===== src/logic/pwm_params.svh =====
// constants for the paired channel pwm block: register indices, field positions, reset values
// assumes inclusion by bare name from the package and the modules
`ifndef PWM_PARAMS_SVH
`define PWM_PARAMS_SVH
// register indices (word address = index)
`define REG_POWER 4'h0
`define REG_PRESCALE 4'h1
`define REG_MASTER_MODE 4'h2
`define REG_SLAVE_MODE 4'h3
`define REG_MASTER_PERIOD 4'h4
`define REG_SLAVE_DUTY 4'h5
`define REG_START 4'h6
`define REG_STOP 4'h7
`define REG_RUN_STATUS 4'h8
`define REG_OUT_CTRL 4'h9
`define REG_MASTER_COUNT 4'ha
`define REG_SLAVE_COUNT 4'hb
`define REG_PAIR_SELECT 4'hc
// out_ctrl fields
`define OC_LEVEL 0
`define OC_ENABLE 1
`define OC_POLARITY 2
`define OC_SLAVE_MODE 3
`define OC_MASTER_MODE 4
`define OC_MASTER_POL 5
`define OC_MASTER_EN 6
// trigger bits in start and stop registers
`define TRIG_MASTER 0
`define TRIG_SLAVE 1
// mode register field position: clock source bits
`define MODE_CKS_HI 15
`define MODE_CKS_LO 14
`define CKS_B 2'h2
// reset values and count constants
`define RST_WORD16 16'h0000
`define RST_PAIR 2'h1
`define ZERO16 16'h0000
`define ONE16 16'h0001
`define ZERO8 8'h00
`endif


===== src/logic/pwm_pkg.sv =====
// types shared by the paired channel pwm block
// assumes the params header is on the include path
`include "pwm_params.svh"
package pwm_pkg;
  // register port request
  typedef struct packed {
    logic [3:0] addr;
    logic [15:0] wdata;
    logic wr;
    logic rd;
  } reg_req_t;
  // output control bits
  typedef struct packed {
    logic master_en;
    logic master_pol;
    logic master_mode;
    logic slave_mode;
    logic polarity;
    logic enable;
    logic level;
  } out_ctrl_t;
  // slave channel state
  typedef enum logic [0:0] {slave_idle, slave_count} slave_state_t;
endpackage


===== src/logic/paired_channel_pwm.sv =====
// paired channel pwm: master interval timer plus slave one-count channel
// assumes a register port with read data one cycle later and one 20 MHz clock
// Functional notes
// RULE1: master sets period, slave sets duty
// RULE2: period is master value plus one
// RULE3: duty is slave over period plus one
// RULE4: zero duty keeps output inactive
// RULE5: large duty saturates to full active
// RULE6: start raises tick, loads, counts down
// RULE7: zero reloads and repeats until stopped
// RULE8: master tick retriggers slave load
// RULE9: slave zero raises done and stops
// RULE10: active one count after tick
// RULE11: software rewrites values after master tick
// RULE12: master mode set by software
// RULE13: slave mode set by software
// RULE14: both channels share clock source
// RULE15: polarity bit selects active level
// RULE16: software sets output mode bits
// RULE17: enable bit selects counting or level
// RULE18: power bit gates clock and writes
// RULE19: stopped channel holds output
// RULE20: slave numbered above master
// RULE21: triggers self-clear after start
// RULE22: stop clears status, holds counts
// RULE23: master retrigger beats slave zero
//
// The placing of the registers and the plain strobed port were chosen for this implementation.
`timescale 1ns/10ps
`include "pwm_params.svh"
module paired_channel_pwm (
  // clock and reset
  input wire logic clk,
  input wire logic rst,
  // register port
  input wire pwm_pkg::reg_req_t req,
  output logic [15:0] rdata,
  // events
  output logic master_tick_irq,
  output logic slave_done_irq,
  // pin
  output logic pwm_out
);
  import pwm_pkg::*;

  logic timer_unit_power_enable; // unit clock and write gate
  logic [15:0] prescaler_select_reg; // low byte clock a, high byte clock b
  logic [15:0] master_channel_mode; // master mode word
  logic [15:0] slave_channel_mode; // slave mode word
  logic [15:0] master_period_value; // period reload
  logic [15:0] slave_duty_value; // duty reload
  logic [15:0] master_counter; // master down counter
  logic [15:0] slave_counter; // slave down counter
  logic master_run_status; // master running
  logic slave_run_status; // slave enabled
  out_ctrl_t out_ctrl; // output control bits
  logic [1:0] pair_select; // slave channel number, 1 to 3 above master 0
  slave_state_t slave_state; // slave counting or waiting
  logic active; // slave output active
  logic tick; // count clock enable
  logic wr_ok; // write accepted
  logic start_m, start_s, stop_m, stop_s; // trigger pulses
  logic master_zero; // master reached zero on a tick
  logic master_event; // master interrupt this cycle
  logic [7:0] divisor; // selected prescale

  // RULE18: writes only while powered, except to the power register
  assign wr_ok = req.wr && (timer_unit_power_enable || req.addr == `REG_POWER);
  // RULE21: trigger bits exist only as pulses
  assign start_m = wr_ok && req.addr == `REG_START && req.wdata[`TRIG_MASTER];
  assign start_s = wr_ok && req.addr == `REG_START && req.wdata[`TRIG_SLAVE];
  assign stop_m = wr_ok && req.addr == `REG_STOP && req.wdata[`TRIG_MASTER];
  assign stop_s = wr_ok && req.addr == `REG_STOP && req.wdata[`TRIG_SLAVE];

  // RULE14: shared clock source from master mode
  assign divisor = (master_channel_mode[`MODE_CKS_HI:`MODE_CKS_LO] == `CKS_B) ?
                   prescaler_select_reg[15:8] : prescaler_select_reg[7:0];

  // count clock enable
  count_tick u_tick (
    .clk(clk),
    .rst(rst),
    .run(timer_unit_power_enable),
    .divisor(divisor),
    .tick(tick)
  );

  // power register; clearing it resets every channel register
  always_ff @(posedge clk) begin
    if (rst) begin
      timer_unit_power_enable <= 1'b0;
    end else if (req.wr && req.addr == `REG_POWER) begin
      timer_unit_power_enable <= req.wdata[0];
    end
  end

  // configuration registers, loaded with reset values while powered down
  always_ff @(posedge clk) begin
    if (rst || !timer_unit_power_enable) begin
      prescaler_select_reg <= `RST_WORD16;
      master_channel_mode <= `RST_WORD16;
      slave_channel_mode <= `RST_WORD16;
      master_period_value <= `RST_WORD16;
      slave_duty_value <= `RST_WORD16;
      out_ctrl <= '0;
      pair_select <= `RST_PAIR;
    end else if (wr_ok) begin
      unique case (req.addr)
        `REG_PRESCALE: prescaler_select_reg <= req.wdata;
        `REG_MASTER_MODE: master_channel_mode <= req.wdata;
        `REG_SLAVE_MODE: slave_channel_mode <= req.wdata;
        // RULE11: new values take effect at next tick
        `REG_MASTER_PERIOD: master_period_value <= req.wdata;
        `REG_SLAVE_DUTY: slave_duty_value <= req.wdata;
        `REG_OUT_CTRL: out_ctrl <= req.wdata[6:0];
        // RULE20: slave 1 to 3 above master 0
        `REG_PAIR_SELECT: pair_select <= (req.wdata[1:0] == 2'h0) ? 2'h1 : req.wdata[1:0];
        default: ;
      endcase
    end
  end

  // run status: start sets, stop clears
  always_ff @(posedge clk) begin
    if (rst || !timer_unit_power_enable) begin
      master_run_status <= 1'b0;
      slave_run_status <= 1'b0;
    end else begin
      // RULE22: stop clears status
      if (stop_m) begin
        master_run_status <= 1'b0;
      end else if (start_m) begin
        master_run_status <= 1'b1;
      end
      if (stop_s) begin
        slave_run_status <= 1'b0;
      end else if (start_s) begin
        slave_run_status <= 1'b1;
      end
    end
  end

  assign master_zero = master_run_status && tick && master_counter == `ZERO16;
  // RULE6: tick at start as well
  assign master_event = (start_m && !stop_m) || (master_zero && !stop_m);

  // master counter
  always_ff @(posedge clk) begin
    if (rst || !timer_unit_power_enable) begin
      master_counter <= `ZERO16;
    // RULE7: reload at zero and on start
    end else if (master_event) begin
      master_counter <= master_period_value;
    // RULE2: counts period plus one ticks
    end else if (master_run_status && tick) begin
      master_counter <= master_counter - `ONE16;
    end
  end

  // master interrupt pulse
  always_ff @(posedge clk) begin
    if (rst) begin
      master_tick_irq <= 1'b0;
    end else begin
      master_tick_irq <= master_event;
    end
  end

  // slave channel: one count mode, retriggered by master
  always_ff @(posedge clk) begin
    if (rst || !timer_unit_power_enable) begin
      slave_counter <= `ZERO16;
      slave_state <= slave_idle;
      active <= 1'b0;
      slave_done_irq <= 1'b0;
    end else begin
      slave_done_irq <= 1'b0;
      // RULE23: retrigger first
      if (master_event && (slave_run_status || start_s)) begin
        // RULE8: load duty on master tick
        slave_counter <= slave_duty_value;
        slave_state <= slave_count;
        // RULE10: a duty that ends on the reload tick still drops for one count,
        // otherwise a duty of exactly the period value would read as full active
        if (slave_state == slave_count && tick && slave_counter == `ZERO16) begin
          active <= 1'b0;
        end
      end else if (slave_run_status && tick) begin
        unique case (slave_state)
          slave_count: begin
            // RULE10: active on first count after tick
            if (slave_counter == `ZERO16) begin
              // RULE9: done and wait
              active <= 1'b0;
              slave_done_irq <= 1'b1;
              slave_state <= slave_idle;
            end else begin
              // RULE3: active for duty ticks
              active <= 1'b1;
              slave_counter <= slave_counter - `ONE16;
            end
          end
          slave_idle: ;
        endcase
      end
    end
  end
  // RULE1: pair drives one waveform
  // RULE4: zero duty never sets active
  // RULE5: duty beyond period is reloaded before zero

  // output stage
  pin_out u_pin (
    .clk(clk),
    .rst(rst),
    .ctrl(out_ctrl),
    .running(slave_run_status),
    .active(active),
    .pin(pwm_out)
  );

  // read data one cycle after the strobe
  always_ff @(posedge clk) begin
    if (rst) begin
      rdata <= `ZERO16;
    end else if (req.rd) begin
      unique case (req.addr)
        `REG_POWER: rdata <= {15'h0000, timer_unit_power_enable};
        `REG_PRESCALE: rdata <= prescaler_select_reg;
        `REG_MASTER_MODE: rdata <= master_channel_mode;
        `REG_SLAVE_MODE: rdata <= slave_channel_mode;
        `REG_MASTER_PERIOD: rdata <= master_period_value;
        `REG_SLAVE_DUTY: rdata <= slave_duty_value;
        `REG_RUN_STATUS: rdata <= {14'h0000, slave_run_status, master_run_status};
        `REG_OUT_CTRL: rdata <= {9'h000, out_ctrl};
        `REG_MASTER_COUNT: rdata <= master_counter;
        `REG_SLAVE_COUNT: rdata <= slave_counter;
        `REG_PAIR_SELECT: rdata <= {14'h0000, pair_select};
        default: rdata <= `ZERO16;
      endcase
    end else begin
      rdata <= `ZERO16;
    end
  end
endmodule // paired_channel_pwm


===== src/logic/count_tick.sv =====
// count clock enable divider for the timer unit
// assumes one 20 MHz clock; divisor selected per clock source
`timescale 1ns/10ps
`include "pwm_params.svh"
module count_tick (
  // clock and reset
  input wire logic clk,
  input wire logic rst,
  // control
  input wire logic run,
  input wire logic [7:0] divisor,
  // enable pulse
  output logic tick
);
  import pwm_pkg::*;
  logic [7:0] count; // cycles since last tick
  // divider: a tick every divisor+1 cycles while the unit runs
  always_ff @(posedge clk) begin
    if (rst || !run) begin
      count <= `ZERO8;
    end else if (count >= divisor) begin
      count <= `ZERO8;
    end else begin
      count <= count + 8'h01;
    end
  end
  assign tick = run && (count >= divisor);
endmodule // count_tick


===== src/logic/pin_out.sv =====
// output pin stage: drives the level from counting or from the level bit
// assumes the caller provides the active state of the slave counter
`timescale 1ns/10ps
`include "pwm_params.svh"
module pin_out (
  // clock and reset
  input wire logic clk,
  input wire logic rst,
  // control
  input wire pwm_pkg::out_ctrl_t ctrl,
  input wire logic running,
  input wire logic active,
  // pin
  output logic pin
);
  import pwm_pkg::*;
  // level held while stopped with the enable bit set, so the pin does not jump on a stop
  always_ff @(posedge clk) begin
    if (rst) begin
      pin <= 1'b0;
    // RULE17: level bit direct
    end else if (!ctrl.enable) begin
      pin <= ctrl.level;
    // RULE19: hold while stopped
    end else if (running) begin
      // RULE15: polarity select
      pin <= active ^ ctrl.polarity;
    end
  end
endmodule // pin_out


===== config.mk =====
export PLATFORM = sky130hd
export DESIGN_NAME = paired_channel_pwm
export DESIGN_NICKNAME = d
export VERILOG_FILES = /design/src/logic/pwm_pkg.sv /design/src/logic/paired_channel_pwm.sv /design/src/logic/count_tick.sv /design/src/logic/pin_out.sv
export VERILOG_INCLUDE_DIRS = /design/src /design/src/logic
export SDC_FILE = /design/constraint.sdc
export NUM_CORES = 1
export LEC_CHECK = 0
export BUFFER_PORTS_ARGS = -buffer_cell sky130_fd_sc_hd__buf_2
export CAP_MARGIN = 5
export CORE_AREA = 2 2 135 137
export CTS_CLUSTER_DIAMETER = 30
export DETAILED_ROUTE_END_ITERATION = 10
export DIE_AREA = 0 0 137 139
export PLACE_DENSITY = 0.63
export SYNTH_ARGS = -nofsm -noshare
export SYNTH_HDL_FRONTEND = slang
export SYNTH_SLANG_ARGS = --single-unit

===== constraint.sdc =====
create_clock -name clk -period 9.1 [get_ports clk]
set_input_delay 0.91 -clock clk [delete_from_list [all_inputs] [get_ports clk]]
set_output_delay 0.91 -clock clk [all_outputs]
set_load 0.01 [all_outputs]

After elaboration in Yosys (flattened, before gate mapping)
Cells that the tools add are included.
{ "classes": {"n_eq_ne": 16, "muxes": 20, "bitwise": 4, "order_cmp": 1, "n_addsub": 3, "reduce_logical": 44} }
{ "ops": {"columns": ["cell", "n"], "rows": [
  ["case mux 16 bit (11 select lines)", 1],
  ["two-way mux 16 bit", 6],
  ["zero test 16 bit", 2],
  ["subtractor 16 x 1 -> 16 bit (second input constant)", 2],
  ["equality test 4 bit (second input constant)", 5],
  ["logical AND 1 bit", 17],
  ["equality test 4 x 3 -> 1 bit (second input constant)", 4],
  ["AND reduction 2 bit", 7],
  ["two-way mux 1 bit", 11],
  ["adder 8 x 1 -> 8 bit (second input constant)", 1],
  ["equality test 4 x 2 -> 1 bit (second input constant)", 2],
  ["greater-or-equal comparator 8 bit", 1],
  ["two-way mux 8 bit", 1],
  ["OR reduction 2 bit", 4],
  ["AND reduction 3 bit", 2],
  ["nonzero test 2 bit", 3],
  ["equality test 4 x 1 -> 1 bit (second input constant)", 1],
  ["zero test 4 bit", 1],
  ["logical OR 1 bit", 4],
  ["!= test 2 bit (second input constant)", 2],
  ["OR reduction 4 bit", 1],
  ["inverter 1 bit", 3],
  ["equality test 2 bit (second input constant)", 1],
  ["zero test 1 bit", 2],
  ["4 further kinds", 4]
]} }
{ "word_totals": {"output_inout_bits": 19, "register_bits": 153, "wordCells": 113} }

Logic depth before layout (Yosys ltp)
{ "depth": {"depth_word": 11, "mapped_depth": 13} }

By module
From an unflattened synthesis, not the netlist that was laid out.
{ "hier_totals": {"hier_cells": 864, "hier_area_um2": 7116.8} }
{ "by_module_without_submodules": {"columns": ["module", "cells_each", "area_per_inst_um2", "instances"], "rows": [
  ["paired_channel_pwm", 796, 6536.3, 1],
  ["count_tick", 62, 510.5, 1],
  ["pin_out", 6, 70.1, 1]
]} }

Worst setup path before layout
OpenSTA, ideal clock, no wires.
{ "synth_timing": {"path_type": "register to register", "startpoint": "register master_channel_mode[14]", "endpoint": "register master_counter[12]", "path_buffers": 1, "period_less_slack_ns": 2.877, "stages_incl_launch_ff": 12, "setup_time_ns": 0.070, "slack_ns": 6.223, "t_arrival_ns": 2.807, "path_cell_list": "dfxtp_1 -> nand2b_1 -> clkbuf_1 -> mux2_2 -> ha_1 -> and3_1 -> o21ai_0 -> a21oi_1 -> o21ai_1 -> or4_1 -> xor2_1 -> a21oi_1"} }
{ "synth_between": {"elab_chain_cells": 9} }
{ "synth_lines": {"columns": ["element", "line", "rtl"], "rows": [
  ["start, declared", "paired_channel_pwm.sv:48", "logic [15:0] master_channel_mode;"],
  ["start signal, assigned", "paired_channel_pwm.sv:101", "master_channel_mode <= `RST_WORD16;"],
  ["start signal, assigned", "paired_channel_pwm.sv:110", "`REG_MASTER_MODE: master_channel_mode <= req.wdata;"],
  ["equality test 2 bit (no source line) *", null, null],
  ["two-way mux 8 bit *", "paired_channel_pwm.sv:76", "assign divisor = (master_channel_mode[`MODE_CKS_HI:`MODE_CKS_LO] == `CKS_B) ?"],
  ["greater-or-equal comparator 8 bit *", "count_tick.sv:27", "assign tick = run && (count >= divisor);"],
  ["logical AND 1 bit *", "count_tick.sv:27", null],
  ["logical AND 1 bit *", "paired_channel_pwm.sv:143, paired_channel_pwm.sv:155", null],
  ["logical AND 1 bit (no source line)", null, null],
  ["logical AND 1 bit", "paired_channel_pwm.sv:145", "assign master_event = (start_m && !stop_m) || (master_zero && !stop_m);"],
  ["logical OR 1 bit", "paired_channel_pwm.sv:145", null],
  ["two-way mux 16 bit or nonzero test 2 bit (tied branches)", null, null],
  ["end signal, assigned", "paired_channel_pwm.sv:150", "master_counter <= `ZERO16;"],
  ["end signal, assigned", "paired_channel_pwm.sv:153", "master_counter <= master_period_value;"],
  ["end signal, assigned", "paired_channel_pwm.sv:156", "master_counter <= master_counter - `ONE16;"],
  ["end, declared", "paired_channel_pwm.sv:52", "logic [15:0] master_counter;"]
]} }
Mark *: on every way between the ends. The rest lies on a longest branch, timed or not.
A chain may end at the register's enable or synchronous reset.

Worst setup path in the final report
{ "layout_timing": {"startpoint": "register master_channel_mode[14]", "endpoint": "register slave_counter[1]"} }
{ "layout_between": {"elab_chain_cells": 11} }
{ "layout_lines": {"columns": ["element", "line", "rtl"], "rows": [
  ["equality test 2 bit (no source line) *", null, null],
  ["two-way mux 8 bit *", "paired_channel_pwm.sv:76", null],
  ["greater-or-equal comparator 8 bit *", "count_tick.sv:27", null],
  ["logical AND 1 bit *", "count_tick.sv:27", null],
  ["logical AND 1 bit", "paired_channel_pwm.sv:143", "assign master_zero = master_run_status && tick && master_counter == `ZERO16;"],
  ["logical AND 1 bit (no source line)", null, null],
  ["logical AND 1 bit", "paired_channel_pwm.sv:145", null],
  ["logical OR 1 bit", "paired_channel_pwm.sv:145", null],
  ["logical AND 1 bit", "paired_channel_pwm.sv:179", "if (master_event && (slave_run_status || start_s)) begin"],
  ["!= test 2 bit (no source line) or nonzero test 2 bit (tied branches)", null, null],
  ["AND reduction 3 bit (no source line)", null, null],
  ["end signal, assigned", "paired_channel_pwm.sv:172", "slave_counter <= `ZERO16;"],
  ["end signal, assigned", "paired_channel_pwm.sv:181", "slave_counter <= slave_duty_value;"],
  ["end signal, assigned", "paired_channel_pwm.sv:200", "slave_counter <= slave_counter - `ONE16;"],
  ["end, declared", "paired_channel_pwm.sv:53", "logic [15:0] slave_counter;"]
]} }
Marked as above.

==> flow_metrics.py <==
metrics = {
    "sta": {
        "final.min_clock_period_ps": 3750,
        "fin_worst_skew_ps": 9.76,
        "final-setup-viol-count": 0,
        "fmax_mhz": 267,
        "finalSetupTns_ps": 0,
        "period_share": 0.412,
        "rsz0062_at_grt": "no",
        "worstMarginPinSlew_ps": 1130,
        "final_hold_viol_count": 0,
        "timing.slew.headroom": 0.244,
        "report.final.slew_viol_count": 0,
    },
    "logic_synthesis": {
        "yosys_warnings": 0,
        "synth_commonest_cells": "nand2_1, dfxtp_1, a21oi_1",
        "synth_edf_count": 0,
        "synth_top_area_frac": 0.440,
        "synthFlopType": "dfxtp_1",
        "synth_most_common_cell": "nand2_1",
        "postSynthAreaPerCell_um2": 8.08,
        "synth_top_cell_by_area": "dfxtp_1",
        "synth_area_um2": 6970,
        "async_flop_share": 0,
        "ys_seq_area_frac": 0.440,
        "syn_nets": 897,
        "synthCells": 862,
        "yosys-top-cells-area": "dfxtp_1, nand2_1, a21oi_1",
        "synth.distinct_cells": 55,
        "ys_seq_elements": 153,
    },
    "die": {
        "fp-row-count": 49,
        "pin_count": 43,
        "die_x_um": 137,
        "core-area_um2": 17700,
        "die-height_um": 139,
        "start_util": 0.395,
        "dieArea_um2": 19000,
    },
    "finish": {
        "nFillCells": 1796,
        "finalNetCount": 910,
        "drive_above_1_share": 0.116,
        "final_util": 0.448,
        "antennaDiodeCount": 0,
        "fin_area_um2": 7910,
        "area_growth_pct": 13.6,
    },
    "power": {
        "power_mw": 1.42,
        "seqPwrFrac": 0.472,
        "p_sw_uw": 319,
        "vdd_drop_max_mv": 0.128,
        "netSwitchingFraction": 0.225,
        "intPower_mw": 1.10,
        "power_density_nw_per_um2": 179,
        "power_frac_clock": 0.503,
        "power_frac_comb": 0.025,
        "p_leak_nw": 2.40,
    },
    "detailed_routing": {
        "drc": 0,
        "firstDrtPassIters": 6,
        "routed_wl_mm": 21.6,
        "m1WireLength_mm": 9.60,
        "viasPerCell": 5.77,
        "ant_nets": 0,
        "drtIter0Drc": 841,
        "wl_per_cell_um": 19.4,
        "met2_length_mm": 9.50,
        "wl_met3_mm": 1.95,
        "top_layer": "met4",
        "vias": 6441,
    },
    "worst_setup_path": {
        "cp_data_arrival_time_ps": 4090,
        "required_ps": 9450,
        "crit_path_max_fanout": 11,
        "critical_path_class": "reg2reg",
        "r2r_cells": 9,
        "start_kind": "flip-flop",
        "rr_endpoint": "slave_counter[1]$_SDFFE_PP0P_",
        "rrSetupSlack_ps": 5350,
        "rr_startpoint": "master_channel_mode[14]$_SDFFE_PP0P_",
        "critPathCaptureType": "flip-flop",
    },
    "global_routing": {
        "grt_pass1_vias": 5937,
        "antenna_found_initial": 0,
        "grt_pass1_wl_mm": 33.9,
        "grt_overflow": 0,
        "grt_max_degree": 96,
        "track_usage": 0.233,
    },
    "place": {
        "gp_congestion": 0.953,
        "place_area_um2": 7320,
        "hpwlAfterDp_mm": 14.9,
        "portBuffers": 42,
    },
    "clock_tree": {
        "cts_made_buffers": 17,
        "cts_root_buffer": "clkbuf_16",
        "htree_levels": 4,
        "ctsHoldBuffers": 0,
        "cts.sinks": 153,
        "cts_buffer_depth": 2,
        "insertion_delay_ps": 430,
        "cts_setup_buffers": 0,
        "cts_tree": "done",
        "cts_resized": 0,
        "clk_pin_slew_worst_paths_ps": 60,
    },
    "run": {
        "drv_cap": 0,
    },
    "min_path": {
        "hp-start": "slave_channel_mode[7]$_SDFFE_PP0P_",
        "min_path_cells": 2,
        "hold_path.class": "reg2reg",
        "hold_path_end": "slave_channel_mode[7]$_SDFFE_PP0P_",
    },
    "run_status": {
        "status": "completed",
    },
}
-- worst max path at each step --
stage | from | endpoint | slack, ps
3_5_place_dp | master_channel_mode[14]$_SDFFE_PP0P_ | slave_counter[1]$_SDFFE_PP0P_ | 5470
5_1_grt | master_channel_mode[14]$_SDFFE_PP0P_ | slave_counter[1]$_SDFFE_PP0P_ | 5160
6_report | master_channel_mode[14]$_SDFFE_PP0P_ | slave_counter[1]$_SDFFE_PP0P_ | 5350
3_3_place_gp | master_channel_mode[14]$_SDFFE_PP0P_ | slave_counter[1]$_SDFFE_PP0P_ | 5460
4_1_cts | master_channel_mode[14]$_SDFFE_PP0P_ | slave_counter[1]$_SDFFE_PP0P_ | 5450
2_1_floorplan | master_channel_mode[14]$_SDFFE_PP0P_ | master_counter[12]$_SDFFE_PP0P_ | 6220
-- power by group through the flow --
stage / Combinational [mW] / Sequential, mW / Clock, mW
3_5_place_dp: 0.0343 / 0.685 / 0
2_1_floorplan: 0.0157 / 0.685 / 0
3_3_place_gp: 0.0345 / 0.685 / 0
6_report: 0.0353 / 0.670 / 0.713
5_1_grt: 0.0373 / 0.670 / 0.755
4_1_cts: 0.0344 / 0.670 / 0.721
-- per-layer routing --
metal  vias up  GRT usage
met5         -          0
met2       278      0.334
met3        44     0.0676
met4         0     0.0890
li1       3088          -
met1      3031      0.329
-- worst max-delay path, cell delays in order, from the launching register on --
cell and delay [ps]:
dfxtp_1 360, nand2b_1 460, mux2i_1 420, ha_1 320, and3_4 180, a221o_1 410
a31oi_1 840, nor2_1 200, mux2_2 330, o22ai_1 150
-- cells in the final DEF, fill, tap and decap left out, types with 8 or more instances in the layout --
cell type / instances
o21ai_1: 21
and2_1: 8
buf_2: 42
xnor2_1: 23
nor2_1: 29
nand2_1: 199
ha_1: 11
nand3_1: 20
clkbuf_16: 17
a21oi_1: 122
xor2_1: 10
o21ai_0: 20
a31oi_1: 17
mux2i_1: 10
dfxtp_1: 153
a222oi_1: 9
nor3_1: 16
nor4_1: 11
buf_4: 8
inv_1: 10
a22oi_1: 38
-- cells by family after synthesis --
logic type / synth area share
and+or+nand+nor: 0.218
AOI/OAI and AO/OA: 0.222
DFF: 0.440
buffers and inverters: 0.0418
xor gates and xnor gates: 0.0415
muxes: 0.0176
adders and majority gates: 0.0198
-- metrics by stage --
stage / instances / hold slack, ps / setup WS [ps]
floorplan: 862 / 430 / 6220
global placement: 1085 / 443 / 5460
detailed placement: 1085 / 446 / 5470
CTS: 1117 / 454 / 5450
global route: 1117 / 476 / 5160
finish: 1117 / 454 / 5350
-- final cells by class --
| cell class | instances | area, um2 | area share |
|---|---|---|---|
| Clock buffer | 20 | 457 | 0.0577 |
| Clock inverter | 12 | 139 | 0.0176 |
| Inverter | 13 | 48.8 | 0.00617 |
| Multi-Input combinational cell | 640 | 3650 | 0.461 |
| Sequential cell | 153 | 3060 | 0.387 |
| Tap cell | 229 | 287 | 0.0362 |
| Timing Repair Buffer | 50 | 270 | 0.0342 |
Note: power is estimated with default switching activity, not from simulation.
